<file path="config.mk">
export PLATFORM = sky130hd
export DESIGN_NAME = bda_exec_unit
export DESIGN_NICKNAME = d
export VERILOG_FILES = /design/src/verilog/bda_pkg.sv /design/src/verilog/bda_exec_unit.sv
export SDC_FILE = /design/constraint.sdc
export NUM_CORES = 1
export LEC_CHECK = 0
export ABC_AREA = 1
export BUFFER_PORTS_ARGS = -buffer_cell sky130_fd_sc_hd__buf_2
export CAP_MARGIN = 20
export CORE_ASPECT_RATIO = 1.75
export CORE_MARGIN = 2
export CORE_UTILIZATION = 53
export DETAILED_ROUTE_END_ITERATION = 7
export MAX_ROUTING_LAYER = met4
export PLACE_DENSITY = 0.81
export SETUP_SLACK_MARGIN = 0.5
export SYNTH_ARGS = -nofsm -noshare
export SYNTH_HDL_FRONTEND = slang
export SYNTH_SLANG_ARGS = --single-unit
export TNS_END_PERCENT = 1
</file>
<file path="constraint.sdc">
create_clock -name clk -period 3.02 [get_ports clk]
set_input_delay 0.604 -clock clk [delete_from_list [all_inputs] [get_ports clk]]
set_output_delay 0.604 -clock clk [all_outputs]
set_load 0.02 [all_outputs]
</file>
<file path="src/verilog/bda_pkg.sv">
// Shared constants, opcodes and carrier types of the adjust/divide datapath
package bda_pkg;

  // Status word bit positions
  localparam int PSW_CY  = 7;
  localparam int PSW_AC  = 6;
  localparam int PSW_RS1 = 4;
  localparam int PSW_RS0 = 3;
  localparam int PSW_OV  = 2;

  // Opcodes; forms with a register or pointer select field carry it as zero
  localparam logic [7:0] OPC_DA       = 8'hd4;
  localparam logic [7:0] OPC_DEC_A    = 8'h14;
  localparam logic [7:0] OPC_DEC_DIR  = 8'h15;
  localparam logic [7:0] OPC_DEC_IND  = 8'h16;
  localparam logic [7:0] OPC_DEC_REG  = 8'h18;
  localparam logic [7:0] OPC_DIV      = 8'h84;
  localparam logic [7:0] OPC_DECREMENT_BRANCH_NONZERO_OP_DIR = 8'hd5;
  localparam logic [7:0] OPC_DECREMENT_BRANCH_NONZERO_OP_REG = 8'hd8;

  // Decimal correction constants
  localparam logic [3:0] BCD_MAX    = 4'h9;
  localparam logic [8:0] BCD_FIX_LO = 9'h006;
  localparam logic [8:0] BCD_FIX_HI = 9'h060;

  // Timing and instruction lengths
  localparam logic [2:0]  DIV_CYCLES = 3'h4;
  localparam logic [15:0] LEN_DJ_REG = 16'h0002;
  localparam logic [15:0] LEN_DJ_DIR = 16'h0003;
  localparam logic [7:0]  DEC_ONE    = 8'h01;

  typedef enum logic [4:0] {
    ST_IDLE = 5'h01,
    ST_PTR  = 5'h02,
    ST_OPND = 5'h04,
    ST_BRCH = 5'h08,
    ST_DIV  = 5'h10
  } bda_state_t;

  typedef enum logic [2:0] {
    K_NONE = 3'h0,
    K_DA   = 3'h1,
    K_DECA = 3'h2,
    K_DECM = 3'h3,
    K_DIV  = 3'h4,
    K_DECREMENT_BRANCH_NONZERO_OP = 3'h5
  } bda_kind_t;

  typedef struct packed {
    logic        valid;
    logic [7:0]  opcode;
    logic [7:0]  byte1;
    logic [7:0]  byte2;
    logic [15:0] pc;
    logic [7:0]  acc;
    logic [7:0]  bReg;
    logic [7:0]  program_status_word;
  } bda_issue_t;

  typedef struct packed {
    logic [7:0] rdAddr;
    logic       rdLatch;
    logic       we;
    logic [7:0] wrAddr;
    logic [7:0] wrData;
  } bda_mem_t;

  typedef struct packed {
    logic        done;
    logic        accWe;
    logic [7:0]  acc;
    logic        bWe;
    logic [7:0]  bReg;
    logic        pswWe;
    logic [7:0]  program_status_word;
    logic        pcWe;
    logic [15:0] pc;
    logic        taken;
  } bda_result_t;

  typedef struct packed {
    bda_state_t  st;
    bda_kind_t   kind;
    logic        ready;
    logic        djDir;
    logic [7:0]  rel;
    logic [15:0] pc;
    logic [7:0]  acc;
    logic [7:0]  bReg;
    logic [7:0]  program_status_word;
    logic [15:0] rq;
    logic [2:0]  divCnt;
    logic [7:0]  decVal;
    bda_mem_t    mem;
    bda_result_t res;
  } bda_ctx_t;

  localparam bda_ctx_t CTX_RESET = '{st: ST_IDLE, kind: K_NONE,
                                     ready: 1'b1, default: '0};

endpackage

</file>
<file path="src/verilog/bda_exec_unit.sv">
// Execution unit for decimal adjust, decrement, divide and loop branch
// Notes on behaviour
// (RL1) Decimal adjust adds six when low nibble exceeds nine or aux carry set
// (RL2) A carry from the low correction sets carry, never clears it
// (RL3) Then add six to high nibble if carry set or high nibble above nine
// (RL4) High correction carry sets carry; overflow flag stays as it was
// (RL5) Decimal adjust is one opcode byte and finishes in one cycle
// (RL6) Decrement subtracts one, zero wraps to all ones, flags untouched
// (RL7) Read-modify-write of a port takes its output latch, not the pins
// (RL8) Decrement forms: accumulator, bank register, direct byte, indirect byte
// (RL9) Divide puts quotient in accumulator, remainder in B, clears carry, ovf
// (RL10) Zero divisor sets overflow and clears carry; results undefined
// (RL11) Divide is a one-byte unsigned opcode taking four cycles
// (RL12) Loop branch decrements, branches only on nonzero, leaves flags alone
// (RL13) Branch target is next instruction address plus sign-extended last byte
// (RL14) Loop branch operand is only a bank register or a direct byte
// (RL15) Loop branch takes two cycles whether taken or not
// (RL16) Loop branch: register form two bytes, direct form three bytes
// (RL17) Bank registers and pointers resolve within the selected bank
`timescale 1ns/1ns
module bda_exec_unit
  import bda_pkg::*;
(
  input  wire logic        clk,
  input  wire logic        srst,
  input  wire logic        ce,
  input  wire bda_issue_t  issue,
  output logic             issueReady,
  input  wire logic [7:0]  memRdData,
  output bda_mem_t         mem,
  output bda_result_t      result
);

  bda_ctx_t s_q;
  bda_ctx_t s_d;

  // Register-file address of bank register idx in the selected bank
  function automatic logic [7:0] bankAddr(input logic [7:0] program_status_word,
                                          input logic [2:0] idx);
    bankAddr = {3'h0, program_status_word[PSW_RS1], program_status_word[PSW_RS0], idx};
  endfunction

  // Opcode with its register or pointer select field cleared, so one
  // plain case can decode every form
  function automatic logic [7:0] opBase(input logic [7:0] opc);
    if (opc[7:3] == OPC_DEC_REG[7:3] || opc[7:3] == OPC_DECREMENT_BRANCH_NONZERO_OP_REG[7:3])
      opBase = {opc[7:3], 3'h0};
    else if (opc[7:1] == OPC_DEC_IND[7:1])
      opBase = {opc[7:1], 1'b0};
    else
      opBase = opc;
  endfunction

  // One restoring division step: {remainder, dividend/quotient}
  function automatic logic [15:0] divBit(input logic [15:0] rq,
                                         input logic [7:0]  d);
    logic [8:0] t;
    logic [8:0] r;
    t = {rq[15:8], rq[7]};
    r = t - {1'b0, d};
    if (t >= {1'b0, d})
      divBit = {r[7:0], rq[6:0], 1'b1};
    else
      divBit = {t[7:0], rq[6:0], 1'b0};
  endfunction

  assign issueReady = s_q.ready;
  assign mem        = s_q.mem;
  assign result     = s_q.res;

  // Next-state logic; all strobes default low so they last one cycle
  always_comb
  begin
    logic [8:0]  daLo;
    logic [8:0]  daHi;
    logic        daCy;
    logic [15:0] pcNext;
    logic [15:0] rqNext;
    logic [7:0]  opKey;
    daLo   = '0;
    daHi   = '0;
    daCy   = 1'b0;
    pcNext = '0;
    rqNext = '0;
    opKey  = opBase(issue.opcode);
    s_d = s_q;
    s_d.res.done  = 1'b0;
    s_d.res.accWe = 1'b0;
    s_d.res.bWe   = 1'b0;
    s_d.res.pswWe = 1'b0;
    s_d.res.pcWe  = 1'b0;
    s_d.mem.we    = 1'b0;

    // Both nibble corrections are one chained adder path
    daCy = issue.program_status_word[PSW_CY];
    daLo = {1'b0, issue.acc};
    if (issue.acc[3:0] > BCD_MAX || issue.program_status_word[PSW_AC])
      daLo = daLo + BCD_FIX_LO; // RL1
    daCy = daCy | daLo[8]; // RL2
    daHi = {1'b0, daLo[7:0]};
    if (daCy || daLo[7:4] > BCD_MAX)
      daHi = daHi + BCD_FIX_HI; // RL3
    daCy = daCy | daHi[8]; // RL4

    case (s_q.st)
      ST_IDLE:
      begin
        s_d.ready = 1'b1;
        if (issue.valid)
        begin
          s_d.pc   = issue.pc;
          s_d.acc  = issue.acc;
          s_d.bReg = issue.bReg;
          s_d.program_status_word  = issue.program_status_word;
          case (opKey)
            OPC_DA:
            begin
              // Single cycle, so back-to-back issue stays possible
              s_d.kind       = K_DA; // RL5
              s_d.res.acc    = daHi[7:0];
              s_d.res.accWe  = 1'b1;
              s_d.res.program_status_word    = issue.program_status_word;
              s_d.res.program_status_word[PSW_CY] = daCy; // RL4
              s_d.res.pswWe  = 1'b1;
              s_d.res.done   = 1'b1;
            end
            OPC_DEC_A:
            begin
              s_d.kind      = K_DECA;
              s_d.res.acc   = issue.acc - DEC_ONE; // RL6 RL8
              s_d.res.accWe = 1'b1;
              s_d.res.done  = 1'b1;
            end
            OPC_DEC_DIR, OPC_DECREMENT_BRANCH_NONZERO_OP_DIR:
            begin
              // Port output latch is used for the read-modify-write
              s_d.kind        = (issue.opcode == OPC_DEC_DIR) ?
                                K_DECM : K_DECREMENT_BRANCH_NONZERO_OP;
              s_d.djDir       = 1'b1;
              s_d.rel         = issue.byte2; // RL16
              s_d.mem.rdAddr  = issue.byte1; // RL8 RL14
              s_d.mem.rdLatch = 1'b1; // RL7
              s_d.ready       = 1'b0;
              s_d.st          = ST_OPND;
            end
            OPC_DEC_IND:
            begin
              s_d.kind        = K_DECM;
              s_d.mem.rdAddr  = bankAddr(issue.program_status_word,
                                         {2'h0, issue.opcode[0]}); // RL17
              s_d.mem.rdLatch = 1'b0;
              s_d.ready       = 1'b0;
              s_d.st          = ST_PTR; // RL8
            end
            OPC_DEC_REG, OPC_DECREMENT_BRANCH_NONZERO_OP_REG:
            begin
              s_d.kind        = (opKey == OPC_DEC_REG) ?
                                K_DECM : K_DECREMENT_BRANCH_NONZERO_OP;
              s_d.djDir       = 1'b0;
              s_d.rel         = issue.byte1; // RL16
              s_d.mem.rdAddr  = bankAddr(issue.program_status_word,
                                         issue.opcode[2:0]); // RL17 RL14
              s_d.mem.rdLatch = 1'b0;
              s_d.ready       = 1'b0;
              s_d.st          = ST_OPND;
            end
            OPC_DIV:
            begin
              // First two quotient bits form in the take cycle, so the
              // whole divide fits the four-cycle budget
              s_d.kind   = K_DIV;
              s_d.rq     = divBit(divBit({8'h00, issue.acc}, issue.bReg),
                                  issue.bReg);
              s_d.divCnt = DIV_CYCLES - 3'h1; // RL11
              s_d.ready  = 1'b0;
              s_d.st     = ST_DIV;
            end
            default:
            begin
              // Opcodes outside this unit are dropped silently
              s_d.kind = K_NONE;
            end
          endcase
        end
      end
      ST_PTR:
      begin
        // Pointer byte now on the read port; fetch the target byte
        s_d.mem.rdAddr  = memRdData; // RL17
        s_d.mem.rdLatch = 1'b0;
        s_d.st          = ST_OPND;
      end
      ST_OPND:
      begin
        // Write-back, loop decision and target all land in this cycle
        s_d.decVal     = memRdData - DEC_ONE; // RL6 RL12
        s_d.mem.we     = 1'b1;
        s_d.mem.wrAddr = s_q.mem.rdAddr;
        s_d.mem.wrData = s_d.decVal;
        s_d.res.done   = 1'b1;
        s_d.ready      = 1'b1;
        s_d.st         = ST_IDLE; // RL15
        if (s_q.kind == K_DECREMENT_BRANCH_NONZERO_OP)
        begin
          // Status word is never written, so no flag can move
          pcNext = s_q.pc + (s_q.djDir ? LEN_DJ_DIR : LEN_DJ_REG); // RL16
          s_d.res.taken = (s_d.decVal != 8'h00); // RL12
          s_d.res.pc    = s_d.res.taken ?
                          pcNext + {{8{s_q.rel[7]}}, s_q.rel} :
                          pcNext; // RL13
          s_d.res.pcWe  = 1'b1;
        end
      end
      ST_DIV:
      begin
        // Two quotient bits per cycle gives eight bits in four cycles
        rqNext     = divBit(divBit(s_q.rq, s_q.bReg), s_q.bReg);
        s_d.rq     = rqNext;
        s_d.divCnt = s_q.divCnt - 3'h1;
        if (s_q.divCnt == 3'h1)
        begin
          s_d.res.acc   = rqNext[7:0]; // RL9
          s_d.res.bReg  = rqNext[15:8];
          s_d.res.accWe = 1'b1;
          s_d.res.bWe   = 1'b1;
          s_d.res.program_status_word   = s_q.program_status_word;
          s_d.res.program_status_word[PSW_CY] = 1'b0; // RL9 RL10
          s_d.res.program_status_word[PSW_OV] = (s_q.bReg == 8'h00); // RL10
          s_d.res.pswWe = 1'b1;
          s_d.res.done  = 1'b1;
          s_d.ready     = 1'b1;
          s_d.st        = ST_IDLE; // RL11
        end
      end
      default:
      begin
        s_d.ready = 1'b1;
        s_d.st    = ST_IDLE;
      end
    endcase
  end

  // State register; clock enable freezes everything
  always_ff @(posedge clk)
  begin
    if (srst)
      s_q <= CTX_RESET;
    else if (ce)
      s_q <= s_d;
  end

  wire acceptNow = ce && s_q.ready && issue.valid;
endmodule

</file>
# Word level (Yosys, flattened, before mapping)
# Cells that the tools add are included.
[word_totals]
reg_bits = 149
wordCells = 136
inputBits = 76
[op_classes]
bitwise_logic = 3
n_mux = 42
addsub = 11
n_lt_le_gt_ge = 6
eq_ne = 25
n_reduce_logical = 23
[op_table]
columns = ["operator", "count"]
rows = [
  ["$mux W16", 9],
  ["$mux W77", 1],
  ["$pmux W9 S2", 4],
  ["$mux W9", 6],
  ["$eq A8 B5 Y1 const B", 5],
  ["$pmux W19 S2", 1],
  ["$mux W18", 2],
  ["$eq A8 B8 Y1 const B", 4],
  ["$pmux W5 S3", 2],
  ["$mux W28", 1],
  ["$ge A9 B8 Y1", 3],
  ["$pmux W9 S3", 1],
  ["$sub A8 B8 Y8", 3],
  ["$pmux W10 S2", 1],
  ["$mux W19", 1],
  ["$pmux W3 S6", 1],
  ["$mux W17", 1],
  ["$add A16 B16 Y16", 1],
  ["$add A16 B2 Y16", 1],
  ["$reduce_and A4 Y1", 4],
  ["$sub A8 B1 Y8 const B", 2],
  ["$reduce_and A3 Y1", 4],
  ["$eq A5 B2 Y1 const B", 2],
  ["$eq A5 B5 Y1 const B", 2],
  ["32 further kinds", 48],
]

# Longest topological paths before layout
[depth]
depth_word = 12
mapped_depth = 25
mapped_depth_nobuf = 25

# Worst setup path before layout
# No wires, ideal clock.
[synth_path]
path_type = "register to register"
start = "register s_q[109] (netlist bit)"
end = "register s_q (netlist bit result[33])"
synth_period_minus_slack_ns = 3.239
path_slack_ns = -0.219
n_path_buf = 1
t_arrival_ns = 3.126
path_stages_with_launch = 23
setup_ns = 0.113
cell_sequence = "dfxtp_1 -> inv_1 -> ha_1 -> nand2_1 -> nand2_1 -> a21oi_1 -> nand2_1 -> nand2_2 -> nand2_1 -> buf_4 -> o21ai_1 -> inv_1 -> ha_1 -> a21oi_1 -> nand2_1 -> nand3_1 -> nand2_1 -> a21oi_4 -> nand3_2 -> nand2_1 -> nand2_1 -> o21ai_1 -> inv_1"
[synth_between]
elab_chain_len = 5
word_cells_on_any_way = 7
cone_classes = "add/sub (2); order compare (2); mux (3)"
[synth_rtl]
columns = ["element", "line", "text"]
rows = [
  ["start: declaration", "bda_exec_unit.sv:34", "bda_ctx_t s_q;"],
  ["start signal: assignment", "bda_exec_unit.sv:247", "s_q <= CTX_RESET;"],
  ["start signal: assignment", "bda_exec_unit.sv:249", "s_q <= s_d;"],
  ["$sub A8 B8 Y8 / $ge A9 B8 Y1 (equally long branches)", "bda_exec_unit.sv:60, bda_exec_unit.sv:61", ""],
  ["$mux W16", "bda_exec_unit.sv:61", "if (t >= {1'b0, d})"],
  ["$mux W16", "bda_exec_unit.sv:105", "case (s_q.st)"],
  ["$sub A8 B8 Y8 / $ge A9 B8 Y1 (equally long branches)", "bda_exec_unit.sv:60, bda_exec_unit.sv:61", ""],
  ["$mux W16 *", "bda_exec_unit.sv:61", ""],
]
# Every way passes the cells marked *; elsewhere a longest branch is shown, timed or not. The select of a mux whose other input is x is not followed.
# A chain may end at the register's enable or synchronous reset.

# Worst setup path after layout
[layout_path]
start = "register s_q[111] (netlist bit)"
end = "register s_q (netlist bit result[28])"
[layout_between]
elab_chain_len = 5
word_cells_on_any_way = 7
cone_classes = "add/sub (2); order compare (2); mux (3)"
[layout_rtl]
columns = ["element", "line"]
rows = [
  ["$ge A9 B8 Y1 / $sub A8 B8 Y8 (equally long branches)", "bda_exec_unit.sv:61, bda_exec_unit.sv:60"],
  ["$mux W16", "bda_exec_unit.sv:61"],
  ["$mux W16", "bda_exec_unit.sv:105"],
  ["$sub A8 B8 Y8 / $ge A9 B8 Y1 (equally long branches)", "bda_exec_unit.sv:60, bda_exec_unit.sv:61"],
  ["$mux W16 *", "bda_exec_unit.sv:61"],
]
# Marks and branches as above.

==> qor.log <==
qor: placed_design.place.detailed.hpwl 24560 microns
qor: synthesis.synth_warnings 0
qor: final_layout.layout.nets 1828
qor: final_layout.post_route_cells_drive_above_1_share 0.3160
qor: final_layout.area_delta_synth_final 31.50%
qor: worst_setup_path.crit-reg2reg-launch s_q[111]
qor: drt.routed_wirelength 33550 microns
qor: clock_network.clock_sinks 138
qor: min_path.timing.hold.worst_path_depth 3
qor: sta.slew_headroom 0.4675
qor: sta.max_slew.worst_pin.slew 798.8 ps
qor: power_and_ir_drop.comb_power_share 0.449
qor: sta.final_max_slew_viol_count 0
qor: clock_network.max-clock-path-buffers 2
qor: power_and_ir_drop.portion_of_total_power_attributed_to_the_clock_network 0.294
qor: synthesis.synth_cells 1488
qor: drt.number_of_drc_violations_after_detailed_routing_iteration_0 770
qor: worst_setup_path.critical_path.most_common_cell nand2_2
qor: final_layout.final_common_cell nand2_1
qor: sta.rsz_0062_raised_after_global_routing true
qor: clock_network.numCtsBuffers 17
qor: synthesis.synth.ff_latch_count 138
qor: drt.antenna_violating_nets_post_route 0
qor: floorplan.die_area 0.01956 sq mm
qor: worst_setup_path.path_class register to register
qor: clock_network.clock_latency 430 ps
qor: min_path.hold_path.class input pin to register
qor: sta.fin_crit_sh 1.072
qor: worst_setup_path.critical_path.cell_chain inv_4, ha_4, nand2_4, inv_4, nand4_1, nand2_2, nand2_4, nand2_8, nand2_2, o21ai_4, inv_2, ha_4, a21oi_2, nand2_2, nand3_2, nand2_2, a21oi_4, buf_6, nand3_4, nand2_2, nand2_1, nand2_1, inv_1
qor: clock_network.cts_hold_repair.buffers 0
qor: synthesis.number_of_flops_mapped_to_enable_cells_by_yosys 0
qor: drt.routedWlPerCell 17.26 microns
qor: grt.globalRoute.totalOverflow 0
qor: worst_setup_path.crit_path_required_time 3340 ps
qor: placed_design.placed_cells_incl_taps 1896
qor: sta.final_hold_viol_count 0
qor: clock_network.clkTransAtPathRegs 70 ps
qor: sta.min_period 3238 ps
qor: power_and_ir_drop.power_switching_share 0.3813
qor: final_layout.layout_common_cells nand2_1 (245), inv_1 (169), buf_2 (148)
qor: outcome.violations setup timing
qor: worst_setup_path.critPathSlowestCell dfxtp_4
qor: drt.avgViaCountPerCell 5.587
qor: drt.drt_pass1_iterations 6
qor: synthesis.ys_dominant_reg_cell dfxtp_1
qor: sta.setup_slack -217.8 ps
qor: worst_setup_path.cp_num_buf_inv 5
qor: grt.grt_pass1_vias 10.78k
qor: sta.finClkSkew 13.18 ps
qor: floorplan.io_pins 149
qor: sta.final_setup_violation_count 18
qor: grt.grt_util_all_layers 0.3424
qor: floorplan.number_of_rows_in_the_core_area 65
qor: grt.grt_max_degree 44
qor: floorplan.die_boundary_height 183.5 microns
qor: synthesis.synth_sequential_area_ratio 0.2830
qor: clock_network.cts_root_buffer clkbuf_16
qor: synthesis.synth.cell_area 0.009762 sq mm
qor: sta.max_clock_freq 0.3089 GHz
qor: power_and_ir_drop.power.density_cell_area 606.2 mW/mm^2
qor: grt.grt_first_pass_wirelength 51200 microns
qor: clock_network.clock_tree_from_tritoncts built
qor: worst_setup_path.timing.critical_path.slowest_cell_delay 390 ps
qor: min_path.hold_crit_start issue[36]
qor: drt.drc 0
qor: placed_design.routabilityCongestion 1.032
qor: worst_setup_path.critical-path-top-delay-family simple AND/OR/NAND/NOR gates
qor: synthesis.ys_types 47
qor: worst_setup_path.startpoint_type register
qor: power_and_ir_drop.cell_int_power 4815 uW
qor: final_layout.post-route-util 0.7110
qor: power_and_ir_drop.flop_pwr_share 0.257
qor: grt.grt_antenna_before_repair 1
qor: power_and_ir_drop.power.net_switching 2968 uW
qor: placed_design.port-buffer-count 148
qor: drt.dr_total_vias 10.86k
qor: min_path.worst_hold_path.endpoint s_q[135]
qor: synthesis.postSynth.asyncResetShare 0
qor: worst_setup_path.worst_r2r_endpoint result[28]
qor: clock_network.cts_max_level 4
qor: worst_setup_path.worstPathArrival 3550 ps
qor: placed_design.pre_cts_ws -242.5 ps
qor: worst_setup_path.setup.reg_to_reg.worst_slack -220 ps
qor: floorplan.start_util 0.5407
qor: power_and_ir_drop.irDropWorstVdd 0.4634 mV
qor: final_layout.stdcell_count 1944
qor: synthesis.syn_area_per_cell 6.560 sq um
qor: power_and_ir_drop.leakagePower 0.006309 uW
qor: flow_run.cap_viol_max_count 0
qor: floorplan.fp.coreArea 0.01805 sq mm
qor: worst_setup_path.critical_path.endpoint_type register
qor: worst_setup_path.reg2reg_depth 23
qor: worst_setup_path.cp_max_fo 6
qor: floorplan.fp.dieW 106.6 microns
qor: outcome.outcome complete, but fails checks
qor: synthesis.post_synth_net_total 1620
## area by class of cell
class / instances / area (sq um)
diodes: 1 / 2.502
clock buffers: 18 / 429.2
clock inverters: 14 / 206.4
fillers: 1504 / 5218
inverters: 201 / 768.2
multi-input cells: 1035 / 6391
flip-flops and latches: 138 / 2788
well taps: 234 / 292.8
repair buffers: 303 / 1959
## layer usage
metal  GRT usage  up-vias  part of all wire
met5           -        -                 0
met4      0.2639        0             0.090
met3     0.05175      188             0.055
met2      0.6280      492              0.53
met1      0.3093     4985              0.33
li1            -     5196                 -
## power groups by stage
stage | Sequential (uW) | Combinational (uW) | Clock (uW)
3_3_place_gp | 2030 | 2570 | 0
6_report | 2000 | 3500 | 2290
3_5_place_dp | 2030 | 2610 | 0
2_1_floorplan | 2010 | 1640 | 0
4_1_cts | 1990 | 2940 | 2310
5_1_grt | 2010 | 3740 | 2390
## worst max-delay path by stage
stage / from / to / slack, ps / cells past startpoint
floorplan: s_q[109] / result[33] / 100 / 22
global placement: s_q[123] / result[11] / -270 / 16
detailed placement: issue[23] / s_q[97] / -240 / 25
CTS: s_q[90] / result[28] / -40 / 23
global route: s_q[111] / result[28] / -290 / 23
finish: s_q[111] / result[28] / -220 / 23
## registers in the layout, summed over array words and instances (netlist names)
register and flops:
s_q 65, result 46, mem 26, issueReady 1
## what timing repair did
| action | 4_1_cts | 5_1_grt |
|---|---|---|
| setup endpoints to repair | 31 | 46 |
| gates cloned | 2 | 0 |
| buffers inserted | 7 | 6 |
| pin swaps | 48 | 50 |
| endpoints found under the hold margin | 0 | 0 |
| gates resized for setup | 100 | 85 |
## through the flow
step	hold WS (ps)	area (sq um)	TNS, ps	power, uW
global route	419.2	12840	-4393	8131
detailed placement	444.6	11300	-3482	4641
floorplan	428.0	9942	0	3642
CTS	404.5	12420	-213.5	7235
global placement	440.8	11300	-2362	4599
finish	421.6	12840	-2669	7783
## cell families (layout without fill, tap and decap cells)
family,count (synthesis),count (layout),share of synthesized area
and+or+nand+nor,600,602,0.2622
AOI/OAI and AO/OA,332,332,0.1851
buffers and inverters,317,536,0.1544
DFF,138,138,0.2830
adders and majority gates,56,56,0.07485
xor gates and xnor gates,45,45,0.04037
other,0,1,0
## tightest hold or removal path: stages
cell    delay, ps
buf_2          70
nor2_1         40
nor2_1         80
## synthesized netlist by cell type (all sizes together) (2+ instances only)
master,count,area [sq um]
nand3b,3,22.52
fa,4,80.08
or2,4,25.03
xnor2,10,87.58
a211oi,6,45.04
xor2,35,306.5
nor2,154,631.9
a21o,7,52.55
o21ai,156,788.3
nand2,292,1104
dfxtp,138,2763
a21oi,131,678.2
nor4,5,31.28
clkbuf,26,97.59
a221oi,3,45.04
nand3,106,540.5
nand4,17,106.4
a31oi,11,68.82
clkinv,4,15.01
o22ai,7,43.79
ha,52,650.6
nor3,17,85.08
buf,90,650.6
o21bai,2,15.01
o211ai,4,30.03
inv,197,744.5
(Power assumes the default switching activity.)
